[src/pkg/scp_consts.vh]
// Constants for the system clock source and prescaler block
`ifndef SCP_CONSTS_VH
`define SCP_CONSTS_VH

// ----------------------------------------------------------------
// Register byte offsets
// ----------------------------------------------------------------
`define SCP_OFS_DIVIDER   8'h00
`define SCP_OFS_TRIM      8'h04
`define SCP_OFS_ASYNC     8'h08
`define SCP_OFS_STATUS    8'h0C

// ----------------------------------------------------------------
// Field positions and values
// ----------------------------------------------------------------
`define SCP_DIV_CE_BIT    7
`define SCP_DIV_CE_WORD   8'h80
`define SCP_ASY_OSC_BIT   0
`define SCP_ASY_EXT_BIT   1
`define SCP_ST_RUN_BIT    5
`define SCP_ST_PEND_BIT   4
`define SCP_ST_SRC_LSB    8
`define SCP_DIV_MAX_CODE  4'h8
`define SCP_DIV8_CODE     4'h3
`define SCP_DIV_RST       4'h0
`define SCP_TRIM_RST      8'h00

// ----------------------------------------------------------------
// Clock source codes and start-up codes
// ----------------------------------------------------------------
`define SCP_SRC_EXT       4'h0
`define SCP_SRC_RC        4'h2
`define SCP_SRC_LF        4'h3
`define SCP_SUT_BASE      2'h0
`define SCP_SUT_FAST      2'h1
`define SCP_SUT_SLOW      2'h2

// ----------------------------------------------------------------
// Timing
// ----------------------------------------------------------------
`define SCP_CLK_MHZ       125
`define SCP_T_4P1MS_US    4100
`define SCP_T_4MS_US      4000
`define SCP_T_65MS_US     65000
`define SCP_BASE_CK       19
`define SCP_WAKE_CK       6
`define SCP_CE_CYCLES     4

`endif

[src/hdl/scp_top.v]
// System clock source selection, start-up delay and protected prescaler
//
// Local design decisions: the AHB-Lite slave port and the register offsets.
`timescale 1ns/10ps
`default_nettype none
`include "scp_consts.vh"

module scp_top #(
  parameter [23:0] DLY_4P1MS = `SCP_T_4P1MS_US * `SCP_CLK_MHZ,
  parameter [23:0] DLY_4MS = `SCP_T_4MS_US * `SCP_CLK_MHZ,
  parameter [23:0] DLY_65MS = `SCP_T_65MS_US * `SCP_CLK_MHZ
) (
  // Clock and reset
  input wire core_clk,
  input wire nrst,
  // AHB-Lite slave
  input wire hsel,
  input wire [31:0] haddr,
  input wire [1:0] htrans,
  input wire hwrite,
  input wire [2:0] hsize,
  input wire [31:0] hwdata,
  input wire hready,
  output wire hreadyout,
  output wire hresp,
  output wire [31:0] hrdata,
  // Fuse array, static configuration
  input wire [3:0] clock_source_select_fuses,
  input wire [1:0] startup_time_fuses,
  input wire divide_by_eight_fuse,
  input wire reset_pin_disable_fuse,
  input wire clock_output_fuse,
  input wire [7:0] factory_trim,
  // Power manager
  input wire wake_req,
  output reg wake_done_q,
  output reg core_rst_n_q,
  // Source selection
  output wire src_rc_sel,
  output wire src_lf_sel,
  output wire src_ext_sel,
  output wire [7:0] rc_trim,
  // Divided system clock
  output wire sysclk_out,
  output reg sysclk_tick_q,
  // Clock output pin and its normal port function
  input wire gpio_out,
  input wire gpio_oe,
  output wire clock_output_pin_o,
  output wire clock_output_pin_oe,
  // Timer oscillator pin control
  output wire timer_osc_xtal_en,
  output wire timer_osc_ext_sel
);

  // ----------------------------------------------------------------
  // Source decode
  // ----------------------------------------------------------------
  // Fuses are internal static state on this clock, so no synchroniser
  assign src_rc_sel = (clock_source_select_fuses == `SCP_SRC_RC);
  assign src_lf_sel = (clock_source_select_fuses == `SCP_SRC_LF);
  assign src_ext_sel = (clock_source_select_fuses == `SCP_SRC_EXT);
  wire src_bad = ~(src_rc_sel | src_lf_sel | src_ext_sel);
  wire [1:0] src_code = src_bad ? 2'h3 :
                        src_ext_sel ? 2'h2 : (src_lf_sel ? 2'h1 : 2'h0);

  // ----------------------------------------------------------------
  // AHB-Lite slave
  // ----------------------------------------------------------------
  reg wr_q;
  reg rd_q;
  reg [7:0] addr_q;
  wire take = hsel & hready & htrans[1];
  assign hreadyout = 1'b1;
  assign hresp = 1'b0;

  always @(posedge core_clk or negedge nrst) begin
    if (!nrst) begin
      wr_q <= 1'b0;
      rd_q <= 1'b0;
      addr_q <= 8'h00;
    end else begin
      wr_q <= take & hwrite;
      rd_q <= take & ~hwrite;
      if (take) begin
        addr_q <= {haddr[7:2], 2'b00};
      end
    end
  end

  wire wr_div = wr_q & (addr_q == `SCP_OFS_DIVIDER);
  wire wr_trim = wr_q & (addr_q == `SCP_OFS_TRIM);
  wire wr_async = wr_q & (addr_q == `SCP_OFS_ASYNC);
  wire [7:0] wd = hwdata[7:0];

  // ----------------------------------------------------------------
  // Registers
  // ----------------------------------------------------------------
  reg init_q;
  reg ce_q;
  reg [2:0] ce_cnt_q;
  reg [3:0] sel_q;
  reg pend_q;
  reg [7:0] trim_q;
  reg osc_req_q;
  reg ext_req_q;
  wire apply;
  // Window length kept as a full word so the load below is cut on purpose
  wire [31:0] ce_last = `SCP_CE_CYCLES - 1;

  // An asynchronous reset may load only constants, so the fuse-based
  // select and the factory trim land on the first edge after release
  always @(posedge core_clk or negedge nrst) begin
    if (!nrst) begin
      init_q <= 1'b0;
      ce_q <= 1'b0;
      ce_cnt_q <= 3'h0;
      sel_q <= `SCP_DIV_RST;
      pend_q <= 1'b0;
      trim_q <= `SCP_TRIM_RST;
      osc_req_q <= 1'b0;
      ext_req_q <= 1'b0;
    end else if (!init_q) begin
      init_q <= 1'b1;
      trim_q <= factory_trim;
      if (divide_by_eight_fuse) begin
        sel_q <= `SCP_DIV8_CODE;
        pend_q <= 1'b1;
      end
    end else begin
      if (apply) begin
        pend_q <= 1'b0;
      end
      if (ce_q) begin
        if (ce_cnt_q == 3'h0) begin
          ce_q <= 1'b0;
        end else begin
          ce_cnt_q <= ce_cnt_q - 3'h1;
        end
      end
      if (wr_div) begin
        if (wd == `SCP_DIV_CE_WORD) begin
          // Rewrite inside the window neither extends nor cancels it
          if (!ce_q) begin
            ce_q <= 1'b1;
            ce_cnt_q <= ce_last[2:0];
          end
        end else if (!wd[`SCP_DIV_CE_BIT] && ce_q) begin
          sel_q <= wd[3:0];
          pend_q <= 1'b1;
          ce_q <= 1'b0;
        end
      end
      if (wr_trim) begin
        trim_q <= wd;
      end
      if (wr_async) begin
        osc_req_q <= wd[`SCP_ASY_OSC_BIT];
        ext_req_q <= wd[`SCP_ASY_EXT_BIT];
      end
    end
  end

  assign rc_trim = trim_q;

  // ----------------------------------------------------------------
  // Timer oscillator pins
  // ----------------------------------------------------------------
  // Pins are shared with the main oscillator, so only the RC source
  // leaves them free; the RC rate covers the four-times margin
  assign timer_osc_xtal_en = src_rc_sel & osc_req_q & ~ext_req_q;
  assign timer_osc_ext_sel = src_rc_sel & ext_req_q;

  // ----------------------------------------------------------------
  // Prescaler
  // ----------------------------------------------------------------
  reg [3:0] act_q;
  reg [7:0] cnt_q;
  reg div_clk_q;
  // Reserved codes above 8 divide by 256
  wire [3:0] eff = (sel_q > `SCP_DIV_MAX_CODE) ? `SCP_DIV_MAX_CODE : sel_q;
  wire [7:0] half_m1 = (act_q == 4'h0) ? 8'h00 :
                       ((8'h01 << (act_q - 4'h1)) - 8'h01);
  wire term = (cnt_q == half_m1);
  // Switch only where a full old period ends, so the last old period
  // and the first new one are both complete
  assign apply = pend_q & ((act_q == 4'h0) | (term & ~div_clk_q));

  // A counter on the undivided clock stands for the ripple chain; its
  // state is not mapped, since the switch moment is unpredictable anyway
  always @(posedge core_clk or negedge nrst) begin
    if (!nrst) begin
      act_q <= 4'h0;
      cnt_q <= 8'h00;
      div_clk_q <= 1'b0;
      sysclk_tick_q <= 1'b0;
    end else if (apply) begin
      act_q <= eff;
      cnt_q <= 8'h00;
      div_clk_q <= (eff != 4'h0);
      sysclk_tick_q <= 1'b1;
    end else if (act_q == 4'h0) begin
      cnt_q <= 8'h00;
      div_clk_q <= 1'b0;
      sysclk_tick_q <= 1'b1;
    end else if (term) begin
      cnt_q <= 8'h00;
      div_clk_q <= ~div_clk_q;
      sysclk_tick_q <= ~div_clk_q;
    end else begin
      cnt_q <= cnt_q + 8'h01;
      sysclk_tick_q <= 1'b0;
    end
  end

  // Divide by one passes the source itself; the mux changes only just
  // after a rising edge while the source is high; the divided input is high when leaving divide by one, low when entering it
  assign sysclk_out = (act_q == 4'h0) ? core_clk : div_clk_q;

  // ----------------------------------------------------------------
  // Clock output pin
  // ----------------------------------------------------------------
  assign clock_output_pin_o = clock_output_fuse ? sysclk_out : gpio_out;
  assign clock_output_pin_oe = clock_output_fuse | gpio_oe;

  // ----------------------------------------------------------------
  // Reset delay and wake-up delay
  // ----------------------------------------------------------------
  localparam ST_BASE = 2'h0;
  localparam ST_EXTRA = 2'h1;
  localparam ST_RUN = 2'h2;
  reg [1:0] st_q;
  reg [23:0] dly_q;
  reg [2:0] wake_q;
  reg waking_q;

  // Short option length depends on source; 128 kHz uses the 4 ms figure
  wire [23:0] t_short = src_lf_sel ? DLY_4MS : DLY_4P1MS;
  reg [23:0] t_extra;
  always @* begin
    case (startup_time_fuses)
      `SCP_SUT_BASE: begin
        t_extra = reset_pin_disable_fuse ? t_short : 24'h000000;
      end
      `SCP_SUT_FAST: begin
        t_extra = t_short;
      end
      `SCP_SUT_SLOW: begin
        t_extra = DLY_65MS;
      end
      default: begin
        t_extra = 24'h000000;
      end
    endcase
  end

  // The time-out counts undivided edges, independent of the prescaler
  // and of software, like a separate watchdog oscillator would
  always @(posedge core_clk or negedge nrst) begin
    if (!nrst) begin
      st_q <= ST_BASE;
      dly_q <= 24'h000000;
      core_rst_n_q <= 1'b0;
    end else begin
      case (st_q)
        ST_BASE: begin
          if (dly_q == `SCP_BASE_CK - 1) begin
            dly_q <= 24'h000000;
            if (t_extra == 24'h000000) begin
              st_q <= ST_RUN;
              core_rst_n_q <= 1'b1;
            end else begin
              st_q <= ST_EXTRA;
            end
          end else begin
            dly_q <= dly_q + 24'h000001;
          end
        end
        ST_EXTRA: begin
          if (dly_q == t_extra - 24'h000001) begin
            st_q <= ST_RUN;
            core_rst_n_q <= 1'b1;
          end else begin
            dly_q <= dly_q + 24'h000001;
          end
        end
        ST_RUN: begin
          core_rst_n_q <= 1'b1;
        end
        default: begin
          st_q <= ST_BASE;
        end
      endcase
    end
  end

  always @(posedge core_clk or negedge nrst) begin
    if (!nrst) begin
      wake_q <= 3'h0;
      waking_q <= 1'b0;
      wake_done_q <= 1'b0;
    end else begin
      wake_done_q <= 1'b0;
      if (waking_q) begin
        if (wake_q == `SCP_WAKE_CK - 1) begin
          waking_q <= 1'b0;
          wake_done_q <= 1'b1;
        end else begin
          wake_q <= wake_q + 3'h1;
        end
      end else if (wake_req) begin
        waking_q <= 1'b1;
        wake_q <= 3'h0;
      end
    end
  end

  // ----------------------------------------------------------------
  // Read data
  // ----------------------------------------------------------------
  // Muxed from flops on the latched address so a read just after a
  // write to the same register sees the new value
  reg [31:0] rdat;
  always @* begin
    rdat = 32'h00000000;
    if (rd_q) begin
      case (addr_q)
        `SCP_OFS_DIVIDER: begin
          rdat[7:0] = {ce_q, 3'b000, sel_q};
        end
        `SCP_OFS_TRIM: begin
          rdat[7:0] = trim_q;
        end
        `SCP_OFS_ASYNC: begin
          rdat[`SCP_ASY_OSC_BIT] = osc_req_q;
          rdat[`SCP_ASY_EXT_BIT] = ext_req_q;
        end
        `SCP_OFS_STATUS: begin
          rdat[3:0] = act_q;
          rdat[`SCP_ST_PEND_BIT] = pend_q;
          rdat[`SCP_ST_RUN_BIT] = core_rst_n_q;
          rdat[`SCP_ST_SRC_LSB+1:`SCP_ST_SRC_LSB] = src_code;
        end
        default: begin
          rdat = 32'h00000000;
        end
      endcase
    end
  end
  assign hrdata = rdat;

endmodule // scp_top
`default_nettype wire

[config.mk]
export PLATFORM = sky130hd
export DESIGN_NAME = scp_top
export DESIGN_NICKNAME = d
export VERILOG_FILES = /design/src/hdl/scp_top.v
export VERILOG_INCLUDE_DIRS = /design/src /design/src/pkg
export SDC_FILE = /design/constraint.sdc
export NUM_CORES = 1
export LEC_CHECK = 0
export BUFFER_PORTS_ARGS = -buffer_cell sky130_fd_sc_hd__buf_2
export CELL_PAD_IN_SITES_DETAIL_PLACEMENT = 1
export CELL_PAD_IN_SITES_GLOBAL_PLACEMENT = 1
export CORE_AREA = 2 2 117 119
export CTS_CLUSTER_DIAMETER = 100
export DETAILED_ROUTE_END_ITERATION = 8
export DIE_AREA = 0 0 119 121
export GPL_ROUTABILITY_DRIVEN = 0
export HOLD_SLACK_MARGIN = 0.12
export PLACE_DENSITY = 0.82
export REMOVE_ABC_BUFFERS = 1
export SLEW_MARGIN = 25
export SYNTH_ARGS = -nofsm -noshare
export SYNTH_HDL_FRONTEND = slang
export SYNTH_SLANG_ARGS = --single-unit
export TNS_END_PERCENT = 20
[constraint.sdc]
create_clock -name core_clk -period 4.1 [get_ports core_clk]
set_input_delay 0.615 -clock core_clk [delete_from_list [all_inputs] [get_ports core_clk]]
set_output_delay 0.615 -clock core_clk [all_outputs]
set_load 0.02 [all_outputs]
# After elaboration in Yosys (flattened, before gate mapping)
# Index checks and enable logic that the tools add are counted.
# Widths: inputs -> output; s select.
dict set report word_totals {
  inputBits 94
  register_bits 74
  wordCells 161
  out_inout_bits 53
}
dict set report classes {
  mux 67
  n_shift 1
  n_bitwise 20
  eq_ne 23
  n_lt_le_gt_ge 1
  n_reduce_logical 21
  addsub 7
}
# operator n
set op_table {}
lappend op_table {{$pmux 23 s3} 1}
lappend op_table {{$mux 24} 2}
lappend op_table {{$mux 8} 6}
lappend op_table {{$pmux 24 s2} 1}
lappend op_table {{$mux 1} 29}
lappend op_table {{$add 24x1->24 const B} 1}
lappend op_table {{$eq 24x24->1} 1}
lappend op_table {{$eq 24x5->1 const B} 1}
lappend op_table {{$logic_not 24->1} 1}
lappend op_table {{$mux 3} 8}
lappend op_table {{$mux 4} 6}
lappend op_table {{$sub 24x1->24 const B} 1}
lappend op_table {{$mux 19} 1}
lappend op_table {{$ne 2x2->1 const B} 8}
lappend op_table {{$mux 15} 1}
lappend op_table {{$and 1x1->1} 12}
lappend op_table {{$eq 6x2->1 const B} 2}
lappend op_table {{$mux 2} 6}
lappend op_table {{$pmux 4 s3} 1}
lappend op_table {{$mux 10} 1}
lappend op_table {{$add 8x1->8 const B} 1}
lappend op_table {{$eq 4x2->1 const B} 2}
lappend op_table {{$eq 8x8->1} 1}
lappend op_table {{$eq 8x8->1 const B} 1}
lappend op_table {{other kinds (29)} 45}

# Depth between registers and ports, before layout
dict set report depth {
  depth_word 13
  mapped_depth 17
  mapped_depth_nobuf 15
}

==> results.ini <==
[yosys]
synth-xor-area-share_pct=8.35
postSynthRegisterBits=74
synth_mux_area_share_pct=4.84
synth-edff-count=0
yosys.area.top_type_share_pct=36.9
synth_unique_cells=74
synth_compound_gate_area_share_pct=14.0
asyncSetResetFlopFracSynth_pct=100
post_synth_and_or_nand_nor_area_fraction_pct=24.0
synth_sequential_area_ratio_pct=36.9
synthesis.area_sq_um=5020
per_instance_average_area_after_synthesis_sq_um=8.84
synth_warnings=0
yosys.area_share.adder_pct=3.49
synth_top_family_by_area=simple AND/OR/NAND/NOR gates
postSynth.topFlopCell=sky130_fd_sc_hd__dfrtp_1
synth_top_area_cell=sky130_fd_sc_hd__dfrtp_1
synth_area_leaders=sky130_fd_sc_hd__dfrtp_1, sky130_fd_sc_hd__nor2_1, sky130_fd_sc_hd__xor2_1
synthCells=568

[critical_path]
path_class=clk -> out
timing.critical_path.required_ps=3480
worstPathMaxFanout=3
count_of_cells_along_the_worst_register_to_register_path=11
critPathArrivalTime_ps=3360
worst_setup_path_start_kind=clock port
cp-end-kind=output pin

[clocking]
insertion_delay_ps=460
path_clk_slew_ps=60
cts_tree=done

[floorplanning]
floorplan.io_pins=147
placement_rows=42
initial_utilization_pct=38.4
core_sq_um=13100
area_enclosed_by_the_die_boundary_sq_um=14400
die_x_microns=119
chipHeight_microns=121

[drt]
first_pass_iters=6
routed_via_density=5.52
detail_route.wirelength_microns=15100
via_count=4528
drt-wirelength-per-cell_microns=18.4
route.antenna.remaining_nets=0
route.detailed.drc=0
dr.first_iter.drc_count=214

[global_routing]
grt_pass1_vias=4833
total_grt_usage_pct=21.9
wire_length_of_the_first_global_routing_pass_microns=24400
grt_antenna_before_repair=0
grt_start_max_net_pins=75
globalRoute.totalOverflow=0

[worst_hold_path]
path_type_of_the_worst_min_delay_path=in -> async

[placement]
place_inst=795
port_buffers=68
hpwl_microns=10200

[timing]
grt_setup_unrepaired=no
worst_slew_pin_slew_ps=835
worst_slew_margin_rel_pct=43.8
final.setup_skew_ps=5.01
hold_vio_cnt_final=0
setup_viol_count_final=0
timing.setup.tns_ps=0
timing.final.max_slew_violations=0

[final_layout]
post_layout_nonfiller_instances=821
drive_above_1_share_pct=20.8
layout_common_cells=sky130_fd_sc_hd__dfrtp_1, sky130_fd_sc_hd__buf_2, sky130_fd_sc_hd__nor2_1, sky130_fd_sc_hd__nand2_1, sky130_fd_sc_hd__a21oi_1
layout.nets=747
layout-area-overhead-vs-synth_pct=19.4
post_layout_util_pct=45.8
final_common_cell=sky130_fd_sc_hd__dfrtp_1
n_antenna_cell=0
fillerInstances=1540

[power]
worst_ir_drop_vdd_mv=0.350
power_density_nw_per_um2=576
power_leakage_uw=0.00268

[run]
max_cap_violations=0

[status]
status=complete, no violations

==> cells by family (layout without fill, tap and decap cells) <==
family / Yosys count / in the layout
AND/OR/NAND/NOR: 225 / 225
AO/OA/AOI/OAI: 106 / 106
buffers and inverters: 77 / 131
flip-flops: 74 / 74
XOR/XNOR: 47 / 47
multiplexers: 23 / 23
adder cells (fa/ha/maj): 14 / 14
other: 2 / 25
==> report_power, final <==
| part | internal, uW | leakage, uW | switching (uW) |
|---|---|---|---|
| combinational | 425 | 0.00153 | 575 |
| sequential | 873 | 0.000870 | 276 |
| clock | 877 | 0.000283 | 425 |
==> sequential cells by signal, summed over array words and instances (netlist names) <==
register       count
act_q              4
addr_q             6
ce_cnt_q           3
ce_q               1
cnt_q              8
core_rst_n_q       1
div_clk_q          1
dly_q             24
ext_req_q          1
init_q             1
osc_req_q          1
pend_q             1
rc_trim            8
rd_q               1
sel_q              4
st_q               2
sysclk_tick_q      1
wake_done_q        1
wake_q             3
waking_q           1
wr_q               1
==> per-stage QoR <==
| step | worst slack [ps] | total power, uW | hold slack (ps) | area (sq um) |
|---|---|---|---|---|
| after floorplan | 70.0 | 1810 | 319 | 4790 |
| after global placement | 163 | 2050 | 453 | 5440 |
| after detailed placement | 40.4 | 2130 | 482 | 5440 |
| after CTS | 0.922 | 3510 | 318 | 6010 |
| after global routing | 99.0 | 3640 | 249 | 5990 |
| final | 125 | 3450 | 179 | 5990 |
==> cells in the mapped netlist, types with 3 or more instances <==
| library cell | number |
|---|---|
| sky130_fd_sc_hd__a21oi_1 | 33 |
| sky130_fd_sc_hd__a211oi_1 | 3 |
| sky130_fd_sc_hd__a31oi_1 | 6 |
| sky130_fd_sc_hd__nand2b_1 | 8 |
| sky130_fd_sc_hd__nor2b_1 | 5 |
| sky130_fd_sc_hd__and3_1 | 13 |
| sky130_fd_sc_hd__a22oi_1 | 5 |
| sky130_fd_sc_hd__o31ai_1 | 3 |
| sky130_fd_sc_hd__nor2_1 | 64 |
| sky130_fd_sc_hd__a221oi_1 | 4 |
| sky130_fd_sc_hd__mux2i_1 | 13 |
| sky130_fd_sc_hd__nand3b_1 | 3 |
| sky130_fd_sc_hd__xor2_1 | 26 |
| sky130_fd_sc_hd__nor3_1 | 18 |
| sky130_fd_sc_hd__clkbuf_1 | 18 |
| sky130_fd_sc_hd__nor3b_1 | 3 |
| sky130_fd_sc_hd__buf_6 | 3 |
| sky130_fd_sc_hd__mux2_2 | 10 |
| sky130_fd_sc_hd__dfrtp_1 | 74 |
| sky130_fd_sc_hd__nand4_1 | 3 |
| sky130_fd_sc_hd__inv_1 | 27 |
| sky130_fd_sc_hd__nand3_1 | 25 |
| sky130_fd_sc_hd__nor3_2 | 4 |
| sky130_fd_sc_hd__buf_4 | 24 |
| sky130_fd_sc_hd__nor4_1 | 16 |
| sky130_fd_sc_hd__xnor2_1 | 20 |
| sky130_fd_sc_hd__ha_1 | 14 |
| sky130_fd_sc_hd__nand2_1 | 40 |
| sky130_fd_sc_hd__o21ai_0 | 25 |
==> routing by layer <==
layer / share of wire [%] / global-route usage (%) / routed length, microns
met5: 0 / 0 / 0
met4: 1.8 / 10.1 / 265
met3: 4.2 / 5.87 / 630
met2: 53 / 37.9 / 7960
met1: 41 / 25.2 / 6240
==> path summary, 6_finish.rpt <==
| kind | start | endpoint | slack, ps |
|---|---|---|---|
| max in group asynchronous | nrst | dly_q[9] | 3430 |
| hold / removal | nrst | osc_req_q | 180 |
| hold reg to reg | ce_cnt_q[0] | ce_cnt_q[0] | 490 |
| min in group core_clk | hwrite | rd_q | 330 |
| setup reg to reg | act_q[2] | act_q[3] | 360 |
| setup / recovery | core_clk | sysclk_out | 120 |
==> area by class of cell <==
cell class	instances	area [sq um]	share of cell area (%)
flip-flops and latches	74	1850	30.9
repair buffers	75	417	6.95
clock inverters	3	46.3	0.773
clock buffers	25	488	8.15
well taps	176	220	3.68
multi-input cells	440	2860	47.8
inverters	28	105	1.75
==> worst max-delay path: stages <==
cell and delay (ps):
sky130_fd_sc_hd__clkbuf_16 120, sky130_fd_sc_hd__clkbuf_16 130, sky130_fd_sc_hd__clkbuf_16 130, sky130_fd_sc_hd__clkbuf_16 130, sky130_fd_sc_hd__clkbuf_16 130, sky130_fd_sc_hd__clkbuf_16 130
sky130_fd_sc_hd__nand2_4 60, sky130_fd_sc_hd__nand2_4 50, sky130_fd_sc_hd__buf_4 140, sky130_fd_sc_hd__clkbuf_16 130, sky130_fd_sc_hd__buf_2 150
==> repair_timing <==
item                                    4_1_cts  5_1_grt
buffers inserted                              1        0
gates resized for setup                       7        0
endpoints found under the setup margin        1        1
pin swaps                                     1        1
hold buffers                                  0        0
Power figures use the tool's default switching activity.
